<file path="src/hw/uefc_pkg.sv">
// uefc_pkg: constants, field positions and types of the enhanced flow control block
// assumes byte addresses on a word-aligned Avalon-MM slave, data in bits 7:0
package uefc_pkg;
  // ****************************************
  // register map
  // ****************************************
  localparam logic [5:0] A_SCRATCH = 6'h00;
  localparam logic [5:0] A_FEAT    = 6'h04;
  localparam logic [5:0] A_ENH     = 6'h08;
  localparam logic [5:0] A_XON1    = 6'h0C;
  localparam logic [5:0] A_XON2    = 6'h10;
  localparam logic [5:0] A_XOFF1   = 6'h14;
  localparam logic [5:0] A_XOFF2   = 6'h18;
  localparam logic [5:0] A_IEN     = 6'h1C;
  localparam logic [5:0] A_FIFO    = 6'h20;
  localparam logic [5:0] A_MODEM   = 6'h24;
  localparam logic [5:0] A_DELAY   = 6'h28;
  localparam logic [5:0] A_STAT    = 6'h2C;
  localparam logic [7:0] SCRATCH_RST = 8'hFF;
  localparam logic [7:0] ZERO8       = 8'h00;
  localparam logic [7:0] IEN_PROT    = 8'hF0;
  localparam logic [7:0] FIFO_PROT   = 8'h30;
  localparam logic [7:0] MODEM_PROT  = 8'hE0;
  localparam logic [7:0] DELAY_PROT  = 8'hF0;
  localparam logic [7:0] STAT_W1C    = 8'h30;
  // ****************************************
  // field positions and encodings
  // ****************************************
  localparam int FC_IRPOL   = 4;
  localparam int FC_AUTO485 = 5;
  localparam int EF_ENH     = 4;
  localparam int EF_SPC     = 5;
  localparam int EF_ARTS    = 6;
  localparam int EF_ACTS    = 7;
  localparam int MC_DTR     = 0;
  localparam int MC_RTS     = 1;
  localparam int MC_SEL     = 2;
  localparam int ST_SPC     = 4;
  localparam int ST_XOFF    = 5;
  localparam logic [1:0] TBL_D    = 2'h3;
  localparam logic [1:0] SWF_NONE = 2'h0;
  localparam logic [1:0] SWF_1    = 2'h2;
  localparam logic [1:0] SWF_2    = 2'h1;
  localparam logic [1:0] SWF_BOTH = 2'h3;
  localparam logic [3:0] HYST_OFF = 4'h0;
  localparam logic [3:0] CNT_ZERO = 4'h0;
  localparam logic [3:0] CNT_ONE  = 4'h1;

  typedef struct packed {
    logic       valid;
    logic [7:0] data;
  } uefc_char_t;

  typedef enum logic [2:0] {
    R_RX  = 3'h1,
    R_TX  = 3'h2,
    R_DLY = 3'h4
  } uefc_dir_t;

  typedef enum logic [2:0] {
    S_IDLE   = 3'h1,
    S_FIRST  = 3'h2,
    S_SECOND = 3'h4
  } uefc_swtx_t;

  function automatic logic [7:0] uefc_hyst(input logic [3:0] s);
    case (s)
      4'h0: uefc_hyst = 8'h00;
      4'h1: uefc_hyst = 8'h04;
      4'h2: uefc_hyst = 8'h06;
      4'h3: uefc_hyst = 8'h08;
      4'h4: uefc_hyst = 8'h08;
      4'h5: uefc_hyst = 8'h10;
      4'h6: uefc_hyst = 8'h18;
      4'h7: uefc_hyst = 8'h20;
      4'h8: uefc_hyst = 8'h28;
      4'h9: uefc_hyst = 8'h2C;
      4'hA: uefc_hyst = 8'h30;
      4'hB: uefc_hyst = 8'h34;
      4'hC: uefc_hyst = 8'h0C;
      4'hD: uefc_hyst = 8'h14;
      4'hE: uefc_hyst = 8'h1C;
      default: uefc_hyst = 8'h24;
    endcase
  endfunction

  function automatic logic [7:0] uefc_merge(input logic [7:0] old, input logic [7:0] wd,
                                            input logic [7:0] prot, input logic en);
    uefc_merge = (wd & ~prot) | ((en ? wd : old) & prot);
  endfunction
endpackage

</file>
<file path="src/hw/uefc_top.sv">
// uefc_top: per-channel enhanced flow control, RS-485 direction and register file
// assumes a UART core that supplies fifo levels, trigger levels, bit ticks and tx status
//
// Functional notes
// [RULE1] scratch register, 8 bits, reset value FF, kept across sleep.
// [RULE2] hysteresis field used only with trigger table D; zero means next level.
// [RULE3] hysteresis field decodes to 0..52 characters per fixed table.
// [RULE4] hysteresis applied plus and minus around the receive trigger level.
// [RULE5] infrared polarity bit 1 inverts received encoded data.
// [RULE6] auto RS-485 bit overrides the external half-duplex select pin.
// [RULE7] RS-485: RTS drops to 0 after last stop bit leaves shift register.
// [RULE8] RS-485: RTS returns to 1 when a byte is loaded.
// [RULE9] tx interrupt source: shift empty in RS-485, holding empty otherwise.
// [RULE10] RS-485 turnaround delayed 0..15 bit times by write-only field.
// [RULE11] table select; tables A-C use next trigger level above and below.
// [RULE12] upper software-flow bits select which Xon/Xoff characters are sent.
// [RULE13] lower software-flow bits select which Xon/Xoff characters are compared.
// [RULE14] dual modes send or match two characters consecutively.
// [RULE15] software clears all flow-select bits before a new setting.
// [RULE16] enhanced-enable bit gates writes to the protected enhanced bits.
// [RULE17] protected enhanced bits reset to zero.
// [RULE18] special-character detect compares with Xoff2, stores, sets status bit 4.
// [RULE19] compare mode 01: matching Xoff2 not stored, sets both flags.
// [RULE20] auto RTS/DTR deasserts at upper level, reasserts below lower level.
// [RULE21] software asserts RTS/DTR before auto control acts; else plain output.
// [RULE22] modem-control bit 2 picks RTS/CTS or DTR/DSR pair.
// [RULE23] auto CTS/DSR stops transmit on input 1, resumes on 0.
// [RULE24] current character finishes before a flow-control halt.
// [RULE25] tables A-C ignore a nonzero hysteresis field.
//
// Our own choices: the address map and register access over Avalon-MM.
`timescale 1ns/1ps
module uefc_top
  import uefc_pkg::*;
(
  input  wire logic        clk,
  input  wire logic        rst,
  input  wire logic [5:0]  avs_address,
  input  wire logic        avs_read,
  input  wire logic        avs_write,
  input  wire logic [31:0] avs_writedata,
  output logic      [31:0] avs_readdata,
  output logic             avs_waitrequest,
  input  wire logic [6:0]  rx_level,
  input  wire logic [6:0]  rx_trig,
  input  wire logic [6:0]  rx_trig_next_up,
  input  wire logic [6:0]  rx_trig_next_dn,
  input  wire uefc_char_t  rx_in,
  output uefc_char_t       rx_store,
  output logic             rx_trig_hit,
  input  wire logic        tx_load,
  input  wire logic        tx_holding_empty,
  input  wire logic        tx_shift_empty,
  input  wire logic        tx_char_busy,
  input  wire logic        bit_tick,
  output logic             tx_enable,
  output logic             tx_irq_src,
  output uefc_char_t       sw_tx,
  input  wire logic        sw_tx_ready,
  input  wire logic        ir_rx_raw,
  output logic             ir_rx_data,
  input  wire logic        cts_n,
  input  wire logic        dsr_n,
  input  wire logic        half_duplex_select_pin_n,
  output logic             rts_n,
  output logic             dtr_n
);
  // ****************************************
  // bus slave
  // ****************************************
  logic [7:0] scratch, feat, enh, xon1, xon2, xoff1, xoff2;
  logic [7:0] ien, fifo_ctl, modem, delay_reg, stat;
  logic       busy;
  logic       wr;
  logic [7:0] wd;
  logic [7:0] next_rdata;

  // one wait state: request seen, answered at the following edge
  assign avs_waitrequest = (avs_read | avs_write) & ~busy;
  assign wr = avs_write & busy;
  assign wd = avs_writedata[7:0];

  always_ff @(posedge clk) begin
    if (rst) begin
      busy <= 1'b0;
    end else begin
      busy <= (avs_read | avs_write) & ~busy;
    end
  end

  always_comb begin
    next_rdata = ZERO8;
    if (avs_address == A_SCRATCH) begin
      next_rdata = scratch;
    end else if (avs_address == A_FEAT) begin
      next_rdata = feat;
    end else if (avs_address == A_ENH) begin
      next_rdata = enh;
    end else if (avs_address == A_XON1) begin
      next_rdata = xon1;
    end else if (avs_address == A_XON2) begin
      next_rdata = xon2;
    end else if (avs_address == A_XOFF1) begin
      next_rdata = xoff1;
    end else if (avs_address == A_XOFF2) begin
      next_rdata = xoff2;
    end else if (avs_address == A_IEN) begin
      next_rdata = ien;
    end else if (avs_address == A_FIFO) begin
      next_rdata = fifo_ctl;
    end else if (avs_address == A_MODEM) begin
      next_rdata = modem;
    end else if (avs_address == A_STAT) begin
      next_rdata = stat;
    end
  end

  always_ff @(posedge clk) begin
    if (rst) begin
      avs_readdata <= 32'h0000_0000;
    end else if (avs_read & ~busy) begin
      avs_readdata <= {24'h00_0000, next_rdata};
    end
  end

  // ****************************************
  // configuration registers
  // ****************************************
  always_ff @(posedge clk) begin
    if (rst) begin
      scratch   <= SCRATCH_RST; // RULE1
      feat      <= ZERO8;
      enh       <= ZERO8;
      xon1      <= ZERO8;
      xon2      <= ZERO8;
      xoff1     <= ZERO8;
      xoff2     <= ZERO8;
      ien       <= ZERO8; // RULE17
      fifo_ctl  <= ZERO8;
      modem     <= ZERO8;
      delay_reg <= ZERO8;
    end else if (wr) begin
      if (avs_address == A_SCRATCH) begin
        scratch <= wd;
      end else if (avs_address == A_FEAT) begin
        feat <= wd;
      end else if (avs_address == A_ENH) begin
        enh <= wd;
      end else if (avs_address == A_XON1) begin
        xon1 <= wd;
      end else if (avs_address == A_XON2) begin
        xon2 <= wd;
      end else if (avs_address == A_XOFF1) begin
        xoff1 <= wd;
      end else if (avs_address == A_XOFF2) begin
        xoff2 <= wd;
      end else if (avs_address == A_IEN) begin
        ien <= uefc_merge(ien, wd, IEN_PROT, enh[EF_ENH]); // RULE16
      end else if (avs_address == A_FIFO) begin
        fifo_ctl <= uefc_merge(fifo_ctl, wd, FIFO_PROT, enh[EF_ENH]); // RULE16
      end else if (avs_address == A_MODEM) begin
        modem <= uefc_merge(modem, wd, MODEM_PROT, enh[EF_ENH]); // RULE16
      end else if (avs_address == A_DELAY) begin
        delay_reg <= uefc_merge(delay_reg, wd, DELAY_PROT, enh[EF_ENH]) & DELAY_PROT;
      end
    end
  end

  // ****************************************
  // thresholds and receive throttle
  // ****************************************
  logic       use_hyst;
  logic [7:0] hyst, trig8, up_thr, dn_thr, level8;
  logic       throttle;

  assign use_hyst = (feat[7:6] == TBL_D) && (feat[3:0] != HYST_OFF); // RULE2 RULE25 RULE11
  assign hyst     = uefc_hyst(feat[3:0]); // RULE3
  assign trig8    = {1'b0, rx_trig};
  assign level8   = {1'b0, rx_level};
  assign up_thr   = use_hyst ? trig8 + hyst : {1'b0, rx_trig_next_up}; // RULE4
  assign dn_thr   = use_hyst ? ((trig8 > hyst) ? trig8 - hyst : ZERO8)
                             : {1'b0, rx_trig_next_dn}; // RULE4

  always_ff @(posedge clk) begin
    if (rst) begin
      throttle    <= 1'b0;
      rx_trig_hit <= 1'b0;
    end else begin
      rx_trig_hit <= level8 >= trig8;
      if (level8 >= up_thr) begin
        throttle <= 1'b1; // RULE20
      end else if (level8 < dn_thr) begin
        throttle <= 1'b0; // RULE20
      end
    end
  end

  // ****************************************
  // receive compare
  // ****************************************
  logic [1:0] rxm, txm;
  logic       dual_rx, m_on, m_off, pend_on, pend_off, spc_hit, remote_off;

  assign rxm     = enh[1:0];
  assign txm     = enh[3:2];
  assign dual_rx = (rxm == SWF_BOTH) && ((txm == SWF_NONE) || (txm == SWF_BOTH)); // RULE14

  always_comb begin
    m_on  = 1'b0;
    m_off = 1'b0;
    case (rxm) // RULE13
      SWF_1: begin
        m_on  = rx_in.data == xon1;
        m_off = rx_in.data == xoff1;
      end
      SWF_2: begin
        m_on  = rx_in.data == xon2;
        m_off = rx_in.data == xoff2;
      end
      SWF_BOTH: begin
        if (dual_rx) begin
          m_on  = pend_on & (rx_in.data == xon2);
          m_off = pend_off & (rx_in.data == xoff2);
        end else begin
          m_on  = (rx_in.data == xon1) | (rx_in.data == xon2);
          m_off = (rx_in.data == xoff1) | (rx_in.data == xoff2);
        end
      end
      default: begin
        m_on  = 1'b0;
        m_off = 1'b0;
      end
    endcase
    m_on  = m_on & rx_in.valid;
    m_off = m_off & rx_in.valid;
  end

  assign spc_hit = rx_in.valid & enh[EF_SPC] & (rx_in.data == xoff2); // RULE18

  always_ff @(posedge clk) begin
    if (rst) begin
      pend_on    <= 1'b0;
      pend_off   <= 1'b0;
      remote_off <= 1'b0;
      rx_store   <= '0;
    end else begin
      if (rx_in.valid) begin
        pend_on  <= dual_rx & (rx_in.data == xon1); // RULE14
        pend_off <= dual_rx & (rx_in.data == xoff1); // RULE14
      end
      if (rxm == SWF_NONE) begin
        remote_off <= 1'b0;
      end else if (m_off) begin
        remote_off <= 1'b1;
      end else if (m_on) begin
        remote_off <= 1'b0;
      end
      // matched flow characters stay out of the fifo, except the first of a dual pair; all other characters, special ones included, are kept
      rx_store.valid <= rx_in.valid & ~m_on & ~m_off; // RULE18 RULE19
      rx_store.data  <= rx_in.data;
    end
  end

  always_ff @(posedge clk) begin
    if (rst) begin
      stat[7:6] <= 2'b00;
      stat[3:0] <= 4'h0;
      stat[ST_SPC]  <= 1'b0;
      stat[ST_XOFF] <= 1'b0;
    end else begin
      stat[0] <= rts_n;
      stat[1] <= dtr_n;
      stat[2] <= tx_enable;
      stat[3] <= remote_off;
      stat[7:6] <= 2'b00;
      // a new event wins over a clear in the same cycle
      if (spc_hit) begin
        stat[ST_SPC] <= 1'b1; // RULE18 RULE19
      end else if (wr && avs_address == A_STAT && enh[EF_ENH] && wd[ST_SPC]) begin
        stat[ST_SPC] <= 1'b0; // RULE16
      end
      if (m_off) begin
        stat[ST_XOFF] <= 1'b1; // RULE19
      end else if (wr && avs_address == A_STAT && enh[EF_ENH] && wd[ST_XOFF]) begin
        stat[ST_XOFF] <= 1'b0; // RULE16
      end
    end
  end

  // ****************************************
  // software flow transmit
  // ****************************************
  uefc_swtx_t sw_st;
  logic       sw_sent_off, sw_sending_off;
  logic [7:0] sw_data;

  assign sw_tx = {sw_st != S_IDLE, sw_data};

  always_ff @(posedge clk) begin
    if (rst) begin
      sw_st          <= S_IDLE;
      sw_sent_off    <= 1'b0;
      sw_sending_off <= 1'b0;
      sw_data        <= ZERO8;
    end else begin
      case (sw_st)
        S_IDLE: begin
          if (txm == SWF_NONE) begin
            sw_sent_off <= 1'b0;
          end else if (throttle != sw_sent_off) begin
            sw_sending_off <= throttle;
            sw_st          <= S_FIRST;
            if (txm == SWF_2) begin
              sw_data <= throttle ? xoff2 : xon2; // RULE12
            end else begin
              sw_data <= throttle ? xoff1 : xon1; // RULE12
            end
          end
        end
        S_FIRST: begin
          if (sw_tx_ready) begin
            if (txm == SWF_BOTH) begin
              sw_st      <= S_SECOND; // RULE14
              sw_data <= sw_sending_off ? xoff2 : xon2;
            end else begin
              sw_st       <= S_IDLE;
              sw_sent_off <= sw_sending_off;
            end
          end
        end
        S_SECOND: begin
          if (sw_tx_ready) begin
            sw_st       <= S_IDLE;
            sw_sent_off <= sw_sending_off;
          end
        end
        default: begin
          sw_st <= S_IDLE;
        end
      endcase
    end
  end

  // ****************************************
  // RS-485 direction and modem outputs
  // ****************************************
  uefc_dir_t  dir_st;
  logic [3:0] dly_cnt, dly_bits;
  logic       auto485, tx_idle, hw_stop;

  assign auto485  = feat[FC_AUTO485] | ~half_duplex_select_pin_n; // RULE6
  assign dly_bits = delay_reg[7:4];
  assign tx_idle  = tx_shift_empty & tx_holding_empty & ~tx_load;
  assign hw_stop  = enh[EF_ACTS] & (modem[MC_SEL] ? dsr_n : cts_n); // RULE22 RULE23

  always_ff @(posedge clk) begin
    if (rst || !auto485) begin
      dir_st  <= R_RX;
      dly_cnt <= CNT_ZERO;
    end else begin
      case (dir_st)
        R_RX: begin
          if (tx_load) begin
            dir_st <= R_TX; // RULE8
          end
        end
        R_TX: begin
          if (tx_idle) begin
            dly_cnt <= CNT_ZERO;
            dir_st  <= (dly_bits == CNT_ZERO) ? R_RX : R_DLY; // RULE7
          end
        end
        R_DLY: begin
          if (tx_load) begin
            dir_st <= R_TX; // RULE8
          end else if (bit_tick) begin
            dly_cnt <= dly_cnt + CNT_ONE; // RULE10
            if (dly_cnt + CNT_ONE == dly_bits) begin
              dir_st <= R_RX; // RULE10
            end
          end
        end
        default: begin
          dir_st <= R_RX;
        end
      endcase
    end
  end

  always_ff @(posedge clk) begin
    if (rst) begin
      rts_n      <= 1'b1;
      dtr_n      <= 1'b1;
      tx_enable  <= 1'b1;
      tx_irq_src <= 1'b0;
      ir_rx_data <= 1'b0;
    end else begin
      if (auto485) begin
        rts_n <= dir_st != R_RX; // RULE7 RULE8
      end else begin
        rts_n <= ~modem[MC_RTS] | (enh[EF_ARTS] & ~modem[MC_SEL] & throttle); // RULE21 RULE22
      end
      dtr_n <= ~modem[MC_DTR] | (enh[EF_ARTS] & modem[MC_SEL] & throttle); // RULE21 RULE22
      if (!tx_char_busy) begin
        tx_enable <= ~(hw_stop | remote_off); // RULE23 RULE24
      end
      tx_irq_src <= auto485 ? tx_shift_empty : tx_holding_empty; // RULE9
      ir_rx_data <= ir_rx_raw ^ feat[FC_IRPOL]; // RULE5
    end
  end
endmodule

</file>
<file path="config.mk">
export PLATFORM = sky130hd
export DESIGN_NAME = uefc_top
export DESIGN_NICKNAME = d
export VERILOG_FILES = /design/src/hw/uefc_pkg.sv /design/src/hw/uefc_top.sv
export SDC_FILE = /design/constraint.sdc
export NUM_CORES = 1
export LEC_CHECK = 0
export ABC_AREA = 1
export BUFFER_PORTS_ARGS = -buffer_cell sky130_fd_sc_hd__buf_2
export CORE_ASPECT_RATIO = 1.4
export CORE_MARGIN = 2
export CORE_UTILIZATION = 45
export CTS_CLUSTER_DIAMETER = 120
export DETAILED_ROUTE_END_ITERATION = 10
export PLACE_DENSITY = 0.68
export SLEW_MARGIN = 5
export SYNTH_ARGS = -nofsm -noshare
export SYNTH_HDL_FRONTEND = slang
export SYNTH_SLANG_ARGS = --single-unit
</file>
<file path="constraint.sdc">
create_clock -name clk -period 3.6 [get_ports clk]
set_input_delay 0.72 -clock clk [delete_from_list [all_inputs] [get_ports clk]]
set_output_delay 0.72 -clock clk [all_outputs]
set_load 0.005 [all_outputs]
</file>
==> run_results.csv, run 1 <==
group,metric,value,unit
status,status,"complete, no violations",
sta,max_slew.worst_pin.slew,0.694,ns
setup_path,worst_setup_path_start_kind,"input port",
synth,syn_area_per_cell,6.97,um^2
global_route,total_grt_overflow,0,
clocking,clock_root_buffer,"sky130_fd_sc_hd__clkbuf_16",
final_layout,antenna_cells,0,
clocking,postCtsHoldBufs,0,
setup_path,critical_path_peak_fanout,8,
synth,ys_seq_area_frac,0.350,
clocking,cts_buffers,17,
placed_design,dpl-instance-area,8800,um^2
clocking,tritoncts,"built",
floorplan,boundaryPins,146,
clocking,cts.repair_timing.setup_buffer_count,0,
sta,setup_skew,0.00832,ns
synth,synth.yosys.warnings,0,
final_layout,finalCoreUtilization,0.528,
drt,detail_route.wl_per_cell,15.3,um
sta,final.min_clock_period,2.70,ns
floorplan,die_height,163,um
clocking,clk-insertion-delay-late,0.42,ns
sta,timing.setup.tns,0,ns
synth,yosys.area.top_type,"sky130_fd_sc_hd__dfxtp_1",
synth,ys_types,52,
clocking,number_of_instances_resized_during_post_cts_repair,0,
worst_hold_path,holdCritPathClass,"flip-flop to flip-flop",
final_layout,layout.cells.most_common,"sky130_fd_sc_hd__nand2_1",
setup_path,critPathArrivalTime,2.99,ns
sta,min_period_over_period,0.750,
synth,async_reset_ff_frac,0,
global_route,maximum_number_of_pins_on_one_net_before_global_route_repair,73,
final_layout,area_growth_synth_to_finish,15.3,%
final_layout,layout.cells.non_filler,1516,
global_route,globalRouteTotalUtil,0.238,
clocking,cts.htree.levels,4,
drt,drc,0,
sta,timing_max_transition_violations_final,0,
synth,ys.flop_type,"sky130_fd_sc_hd__dfxtp_1",
final_layout,layout_common_cells,"sky130_fd_sc_hd__nand2_1 (207), sky130_fd_sc_hd__inv_1 (151), sky130_fd_sc_hd__a21oi_1 (150), sky130_fd_sc_hd__dfxtp_1 (143), sky130_fd_sc_hd__o21ai_0 (118)",
setup_path,critical_path_rt,3.90,ns
floorplan,die_area,19300,um^2
sta,slew-limit-headroom,0.536,
placed_design,dp_cells,1484,
power_and_ir_drop,power.static_leakage,4.20,nW
sta,timing.final.setup_violations,0,
synth,synth_edf_count,0,
power_and_ir_drop,p_total,3.81,mW
drt,wirelength,23.1,mm
clocking,max-clock-path-buffers,2,
floorplan,floorplan.rows,58,
drt,detailedRoute.firstIterationViolations,491,
floorplan,start_util,0.458,
placed_design,routabilityCongestion,0.920,
sta,rsz0062_at_grt,"false",
drt,post_drt_via_cell_ratio,5.21,
final_layout,drive_gt1_frac,0.145,
floorplan,coreArea,17900,um^2
setup_path,critical_path.endpoint_type,"flip-flop",
run,number_of_max_cap_violations,0,
synth,area_share_of_the_largest_cell_type_after_synthesis,0.350,
power_and_ir_drop,pwr_density_cell,404,nW/um^2
power_and_ir_drop,power.ir.vdd_worst,0.255,mV
clocking,tritoncts_num_sinks,143,
synth,netlist_top_cells_area,"sky130_fd_sc_hd__dfxtp_1 (35%), sky130_fd_sc_hd__nand2_1 (9.5%), sky130_fd_sc_hd__a21oi_1 (9.2%)",
global_route,global_route_wire_length_before_repair,36.6,mm
synth,synth_seq_cells,143,
sta,fmax,371,MHz
clocking,clock_transition_at_the_registers_of_the_reported_paths,0.06,ns
drt,drt_pass1_iterations,7,
placed_design,port-buffer-count,97,
final_layout,filler_cell_count,1766,
placed_design,dp_hpwl,17.7,mm
final_layout,post-route-cell-area,9420,um^2
drt,drtAntennaViolNets,0,
synth,syn_area,8170,um^2
sta,count_of_final_hold_check_violations,0,
drt,num_vias,7900,
global_route,via_count_of_the_first_global_routing_pass,7509,
floorplan,die-width,118,um
global_route,grt_antenna_before_repair,1,
setup_path,crit_type,"input port to flip-flop",
final_layout,design.final.nets,1389,
synth,syn_inst,1173,
-- cells in the mapped netlist, types with 21 or more instances --
master / count
sky130_fd_sc_hd__a211oi_1: 21
sky130_fd_sc_hd__a21oi_1: 150
sky130_fd_sc_hd__buf_4: 27
sky130_fd_sc_hd__clkbuf_1: 24
sky130_fd_sc_hd__dfxtp_1: 143
sky130_fd_sc_hd__ha_1: 35
sky130_fd_sc_hd__inv_1: 151
sky130_fd_sc_hd__nand2_1: 207
sky130_fd_sc_hd__nand3_1: 40
sky130_fd_sc_hd__nand4_1: 23
sky130_fd_sc_hd__nor2_1: 93
sky130_fd_sc_hd__o21ai_0: 118
-- sequential cells by signal, summed over array words and instances, names as in the netlist, 3 cells and up, named ones only --
name,flops
avs_readdata,8
dir_st,3
dly_cnt,4
enh,8
feat,8
fifo_ctl,6
hyst,5
ien,4
modem,5
rx_store,9
scratch,8
stat,6
sw_data,8
sw_st,3
xoff1,8
xoff2,8
xon1,8
xon2,8
-- metal layers --
metal / wire (um) / track usage / part of all wire
met5: 11 / 0 / 0.00048
met4: 1260 / 0.151 / 0.054
met3: 1170 / 0.0426 / 0.050
met2: 11100 / 0.411 / 0.48
met1: 9630 / 0.272 / 0.42
-- kinds of logic (layout without fill, tap and decap cells) --
logic type | Yosys count | after routing | share of synthesized area
buf+inv | 233 | 313 | 0.121
xor+xnor | 19 | 19 | 0.0204
simple gates | 403 | 403 | 0.220
mux | 2 | 2 | 0.00245
fa+ha+maj | 37 | 37 | 0.0585
other cells | 1 | 24 | 0.000459
flops | 143 | 143 | 0.350
compound gates | 335 | 335 | 0.227
-- path summary, 6_finish.rpt --
kind	slack (ns)	to	cells after the start	startpoint
setup / recovery	0.90	throttle$_SDFFE_PP0P_	19	rx_trig[3]
hold / removal	0.42	stat[1]$_SDFF_PP0_	2	dtr_n$_SDFF_PP1_
setup reg to reg	0.97	throttle$_SDFFE_PP0P_	19	hyst[3]$_DFF_P_
hold reg to reg	0.42	stat[1]$_SDFF_PP0_	2	dtr_n$_SDFF_PP1_
-- through the flow --
stage                     hold slack (ns)  worst slack [ns]
after floorplan                     0.391             0.842
after global placement              0.412             0.484
after detailed placement            0.417             0.453
after CTS                           0.428             0.890
after global routing                0.456             0.618
final                               0.421             0.902
-- worst max-delay path, stage by stage --
cell,delay [ns]
sky130_fd_sc_hd__buf_2,0.12
sky130_fd_sc_hd__ha_1,0.43
sky130_fd_sc_hd__nand3_1,0.14
sky130_fd_sc_hd__nand2_1,0.11
sky130_fd_sc_hd__nand2_1,0.05
sky130_fd_sc_hd__nand2_1,0.10
sky130_fd_sc_hd__nand2_1,0.08
sky130_fd_sc_hd__nor2_1,0.13
sky130_fd_sc_hd__inv_1,0.09
sky130_fd_sc_hd__nor2_1,0.12
sky130_fd_sc_hd__a21oi_1,0.05
sky130_fd_sc_hd__ha_1,0.31
sky130_fd_sc_hd__a21oi_1,0.13
sky130_fd_sc_hd__nand3b_1,0.12
sky130_fd_sc_hd__nand2_1,0.05
sky130_fd_sc_hd__inv_1,0.04
sky130_fd_sc_hd__nand2_1,0.05
sky130_fd_sc_hd__a21oi_1,0.12
sky130_fd_sc_hd__nor2_1,0.05
-- where the power goes --
part | internal [mW] | switching [mW]
Sequential | 1.60 | 0.00850
Combinational | 0.117 | 0.228
Clock | 1.15 | 0.702
Total | 2.87 | 0.938
-- final cells by class --
class                   instances  area (um^2)  share of cell area
well taps                     240          300              0.0319
inverters                     170          638              0.0677
repair buffers                111          591              0.0627
multi-input cells             820         4410               0.468
clock inverters                11          154              0.0163
clock buffers                  21          470              0.0499
flip-flops and latches        143         2860               0.304
Note: power is estimated with default switching activity, not from simulation.
==> inputs of run 2 (changes only) <==
Clock period 3.6 ns to 2.5 ns, I/O delays scaled along.
==> run 2 against run 1 <==
Sequential share of layout area decreased by 1.3 points. Via count rose by 3.3%. Count of clock-buffer cells in the layout fell by 1. Global-route usage grew 0.59 points. Critical path depth increased by 1. Core utilization up 2.4 points. Flip-flop and latch count is the same. Worst setup slack lost 0.85 ns. Critical path type is now flip-flop to flip-flop. Highest routed layer unchanged.
==> run_results.csv, run 2 (synthesis results as in run 1) <==
group,metric,value,unit
status,status,"complete, no violations",
drt,met3WireLength,1.28,mm
sta,min_period_over_period,0.978,
setup_path,critical_path.endpoint_type,"flip-flop",
clocking,tritoncts,"built",
placed_design,worst_setup_slack_before_clock_tree_synthesis,-0.318,ns
final_layout,layout.cells.most_common,"sky130_fd_sc_hd__nand2_1",
drt,detailedRoute.firstIterationViolations,474,
final_layout,area_growth_synth_to_finish,20.6,%
sta,final.min_clock_period,2.45,ns
floorplan,floorplan.rows,58,
drt,drc,0,
setup_path,worst_setup_path_start_kind,"flip-flop",
setup_path,critical_path_rt,2.80,ns
power_and_ir_drop,power.static_leakage,4.41,nW
clocking,cts_buffers,17,
sta,timing.setup.tns,0,ns
clocking,clock_transition_at_the_registers_of_the_reported_paths,0.06,ns
final_layout,finalCoreUtilization,0.552,
setup_path,critical_path_peak_fanout,3,
drt,route.layer.met1.wl,9.56,mm
power_and_ir_drop,power.ir.vdd_worst,0.334,mV
final_layout,flip_flop_count_of_the_largest_register_after_layout,9,
floorplan,coreArea,17900,um^2
setup_path,crit_type,"flip-flop to flip-flop",
final_layout,antenna_cells,0,
final_layout,post-route-cell-area,9860,um^2
power_and_ir_drop,pwr_density_cell,532,nW/um^2
placed_design,port-buffer-count,97,
clocking,clk-insertion-delay-late,0.43,ns
sta,max_slew.worst_pin.slew,0.672,ns
global_route,grt_antenna_before_repair,1,
sta,hold-worst-slack,0.289,ns
setup_path,critPathArrivalTime,2.74,ns
sta,rsz0062_at_grt,"true",
placed_design,dp_cells,1529,
clocking,max-clock-path-buffers,2,
drt,drtAntennaViolNets,0,
global_route,maximum_number_of_pins_on_one_net_before_global_route_repair,73,
placed_design,dp_hpwl,18.3,mm
sta,setup_skew,0.00990,ns
placed_design,dpl-instance-area,9140,um^2
final_layout,drive_gt1_frac,0.197,
clocking,cts.htree.levels,4,
placed_design,routabilityCongestion,0.925,
sta,slew-limit-headroom,0.552,
sta,count_of_final_hold_check_violations,0,
sta,timing.final.setup_violations,0,
drt,wirelength,23.9,mm
sta,timing_max_transition_violations_final,0,
global_route,via_count_of_the_first_global_routing_pass,7603,
sta,final.setup.worst_slack,0.0544,ns
global_route,globalRouteTotalUtil,0.244,
drt,met2RoutedLength,12.1,mm
drt,drt_pass1_iterations,5,
final_layout,design.final.nets,1436,
clocking,clock_root_buffer,"sky130_fd_sc_hd__clkbuf_16",
floorplan,die-width,118,um
power_and_ir_drop,p_total,5.25,mW
sta,fmax,409,MHz
floorplan,boundaryPins,146,
global_route,global_route_wire_length_before_repair,37.6,mm
final_layout,layout_common_cells,"sky130_fd_sc_hd__nand2_1 (203), sky130_fd_sc_hd__inv_1 (150), sky130_fd_sc_hd__a21oi_1 (145), sky130_fd_sc_hd__dfxtp_1 (140), sky130_fd_sc_hd__o21ai_0 (111)",
run,number_of_max_cap_violations,0,
drt,post_drt_via_cell_ratio,5.22,
floorplan,start_util,0.458,
drt,top_layer_used,"met5",
drt,detail_route.wl_per_cell,15.3,um
global_route,total_grt_overflow,0,
clocking,tritoncts_num_sinks,143,
final_layout,max_flop_register,"rx_store",
floorplan,die_area,19300,um^2
final_layout,layout.cells.non_filler,1563,
floorplan,die_height,163,um
worst_hold_path,holdCritPathClass,"input port to flip-flop",
drt,num_vias,8158,
run 2: changes by cell type in the layout (fill, tap and decap cells not counted), moves of 5 or more:
cell and change:
sky130_fd_sc_hd__ha_4 +5, sky130_fd_sc_hd__o21ai_0 -7, sky130_fd_sc_hd__a21oi_1 -5, sky130_fd_sc_hd__ha_1 -5, sky130_fd_sc_hd__o21ai_1 +5, sky130_fd_sc_hd__buf_4 +47
run 2: repair_timing:
action                                  4_1_cts  5_1_grt
pin swaps                                     1       15
hold buffers                                  0        0
resized for setup                             2       36
endpoints found under the setup margin        1        1
buffers inserted                              0        2
run 2: final cells by class:
type                       count  area [um^2]
fill                        1765         7990
multi-input combinational    820         4560
sequential                   143         2870
timing repair buffer         158          943
inverter                     170          638
clock buffer                  20          437
tap                          240          300
clock inverter                12          113
run 2: worst paths after layout:
| check | startpoint | to | slack, ns | cells after the start |
|---|---|---|---|---|
| setup / recovery | hyst[2]$_DFF_P_ | throttle$_SDFFE_PP0P_ | 0.05 | 20 |
| hold / removal | rst | ir_rx_data$_SDFF_PP0_ | 0.29 | 2 |
| setup reg to reg | hyst[2]$_DFF_P_ | throttle$_SDFFE_PP0P_ | 0.05 | 20 |
| hold reg to reg | rts_n$_SDFF_PP1_ | stat[0]$_SDFF_PP0_ | 0.43 | 2 |
run 2: report_power, final:
part	leakage [nW]	switching, mW	total [mW]	internal (mW)
clock network	0.253	0.997	2.37	1.37
logic	3.00	0.349	0.559	0.210
registers	1.16	0.0126	2.32	2.31
total	4.41	1.36	5.25	3.89
run 2: layer usage:
layer	track usage	vias up
li1	-	4140
met1	0.272	3705
met2	0.447	253
met3	0.0517	58
met4	0.105	2
met5	0	-
run 2: critical path, stage by stage (launching register included):
cell                       delay, ns
sky130_fd_sc_hd__dfxtp_2        0.32
sky130_fd_sc_hd__inv_1          0.06
sky130_fd_sc_hd__ha_4           0.27
sky130_fd_sc_hd__buf_4          0.10
sky130_fd_sc_hd__nand3_2        0.08
sky130_fd_sc_hd__nand2_2        0.08
sky130_fd_sc_hd__nand2_1        0.06
sky130_fd_sc_hd__nand2_2        0.07
sky130_fd_sc_hd__nand2_2        0.07
sky130_fd_sc_hd__nor2_4         0.10
sky130_fd_sc_hd__inv_2          0.05
sky130_fd_sc_hd__nor2_1         0.09
sky130_fd_sc_hd__a21oi_1        0.05
sky130_fd_sc_hd__ha_1           0.30
sky130_fd_sc_hd__a21oi_1        0.15
sky130_fd_sc_hd__nand3b_1       0.12
sky130_fd_sc_hd__nand2_1        0.05
sky130_fd_sc_hd__inv_1          0.05
sky130_fd_sc_hd__nand2_1        0.07
sky130_fd_sc_hd__a21oi_2        0.13
sky130_fd_sc_hd__nor2_1         0.05
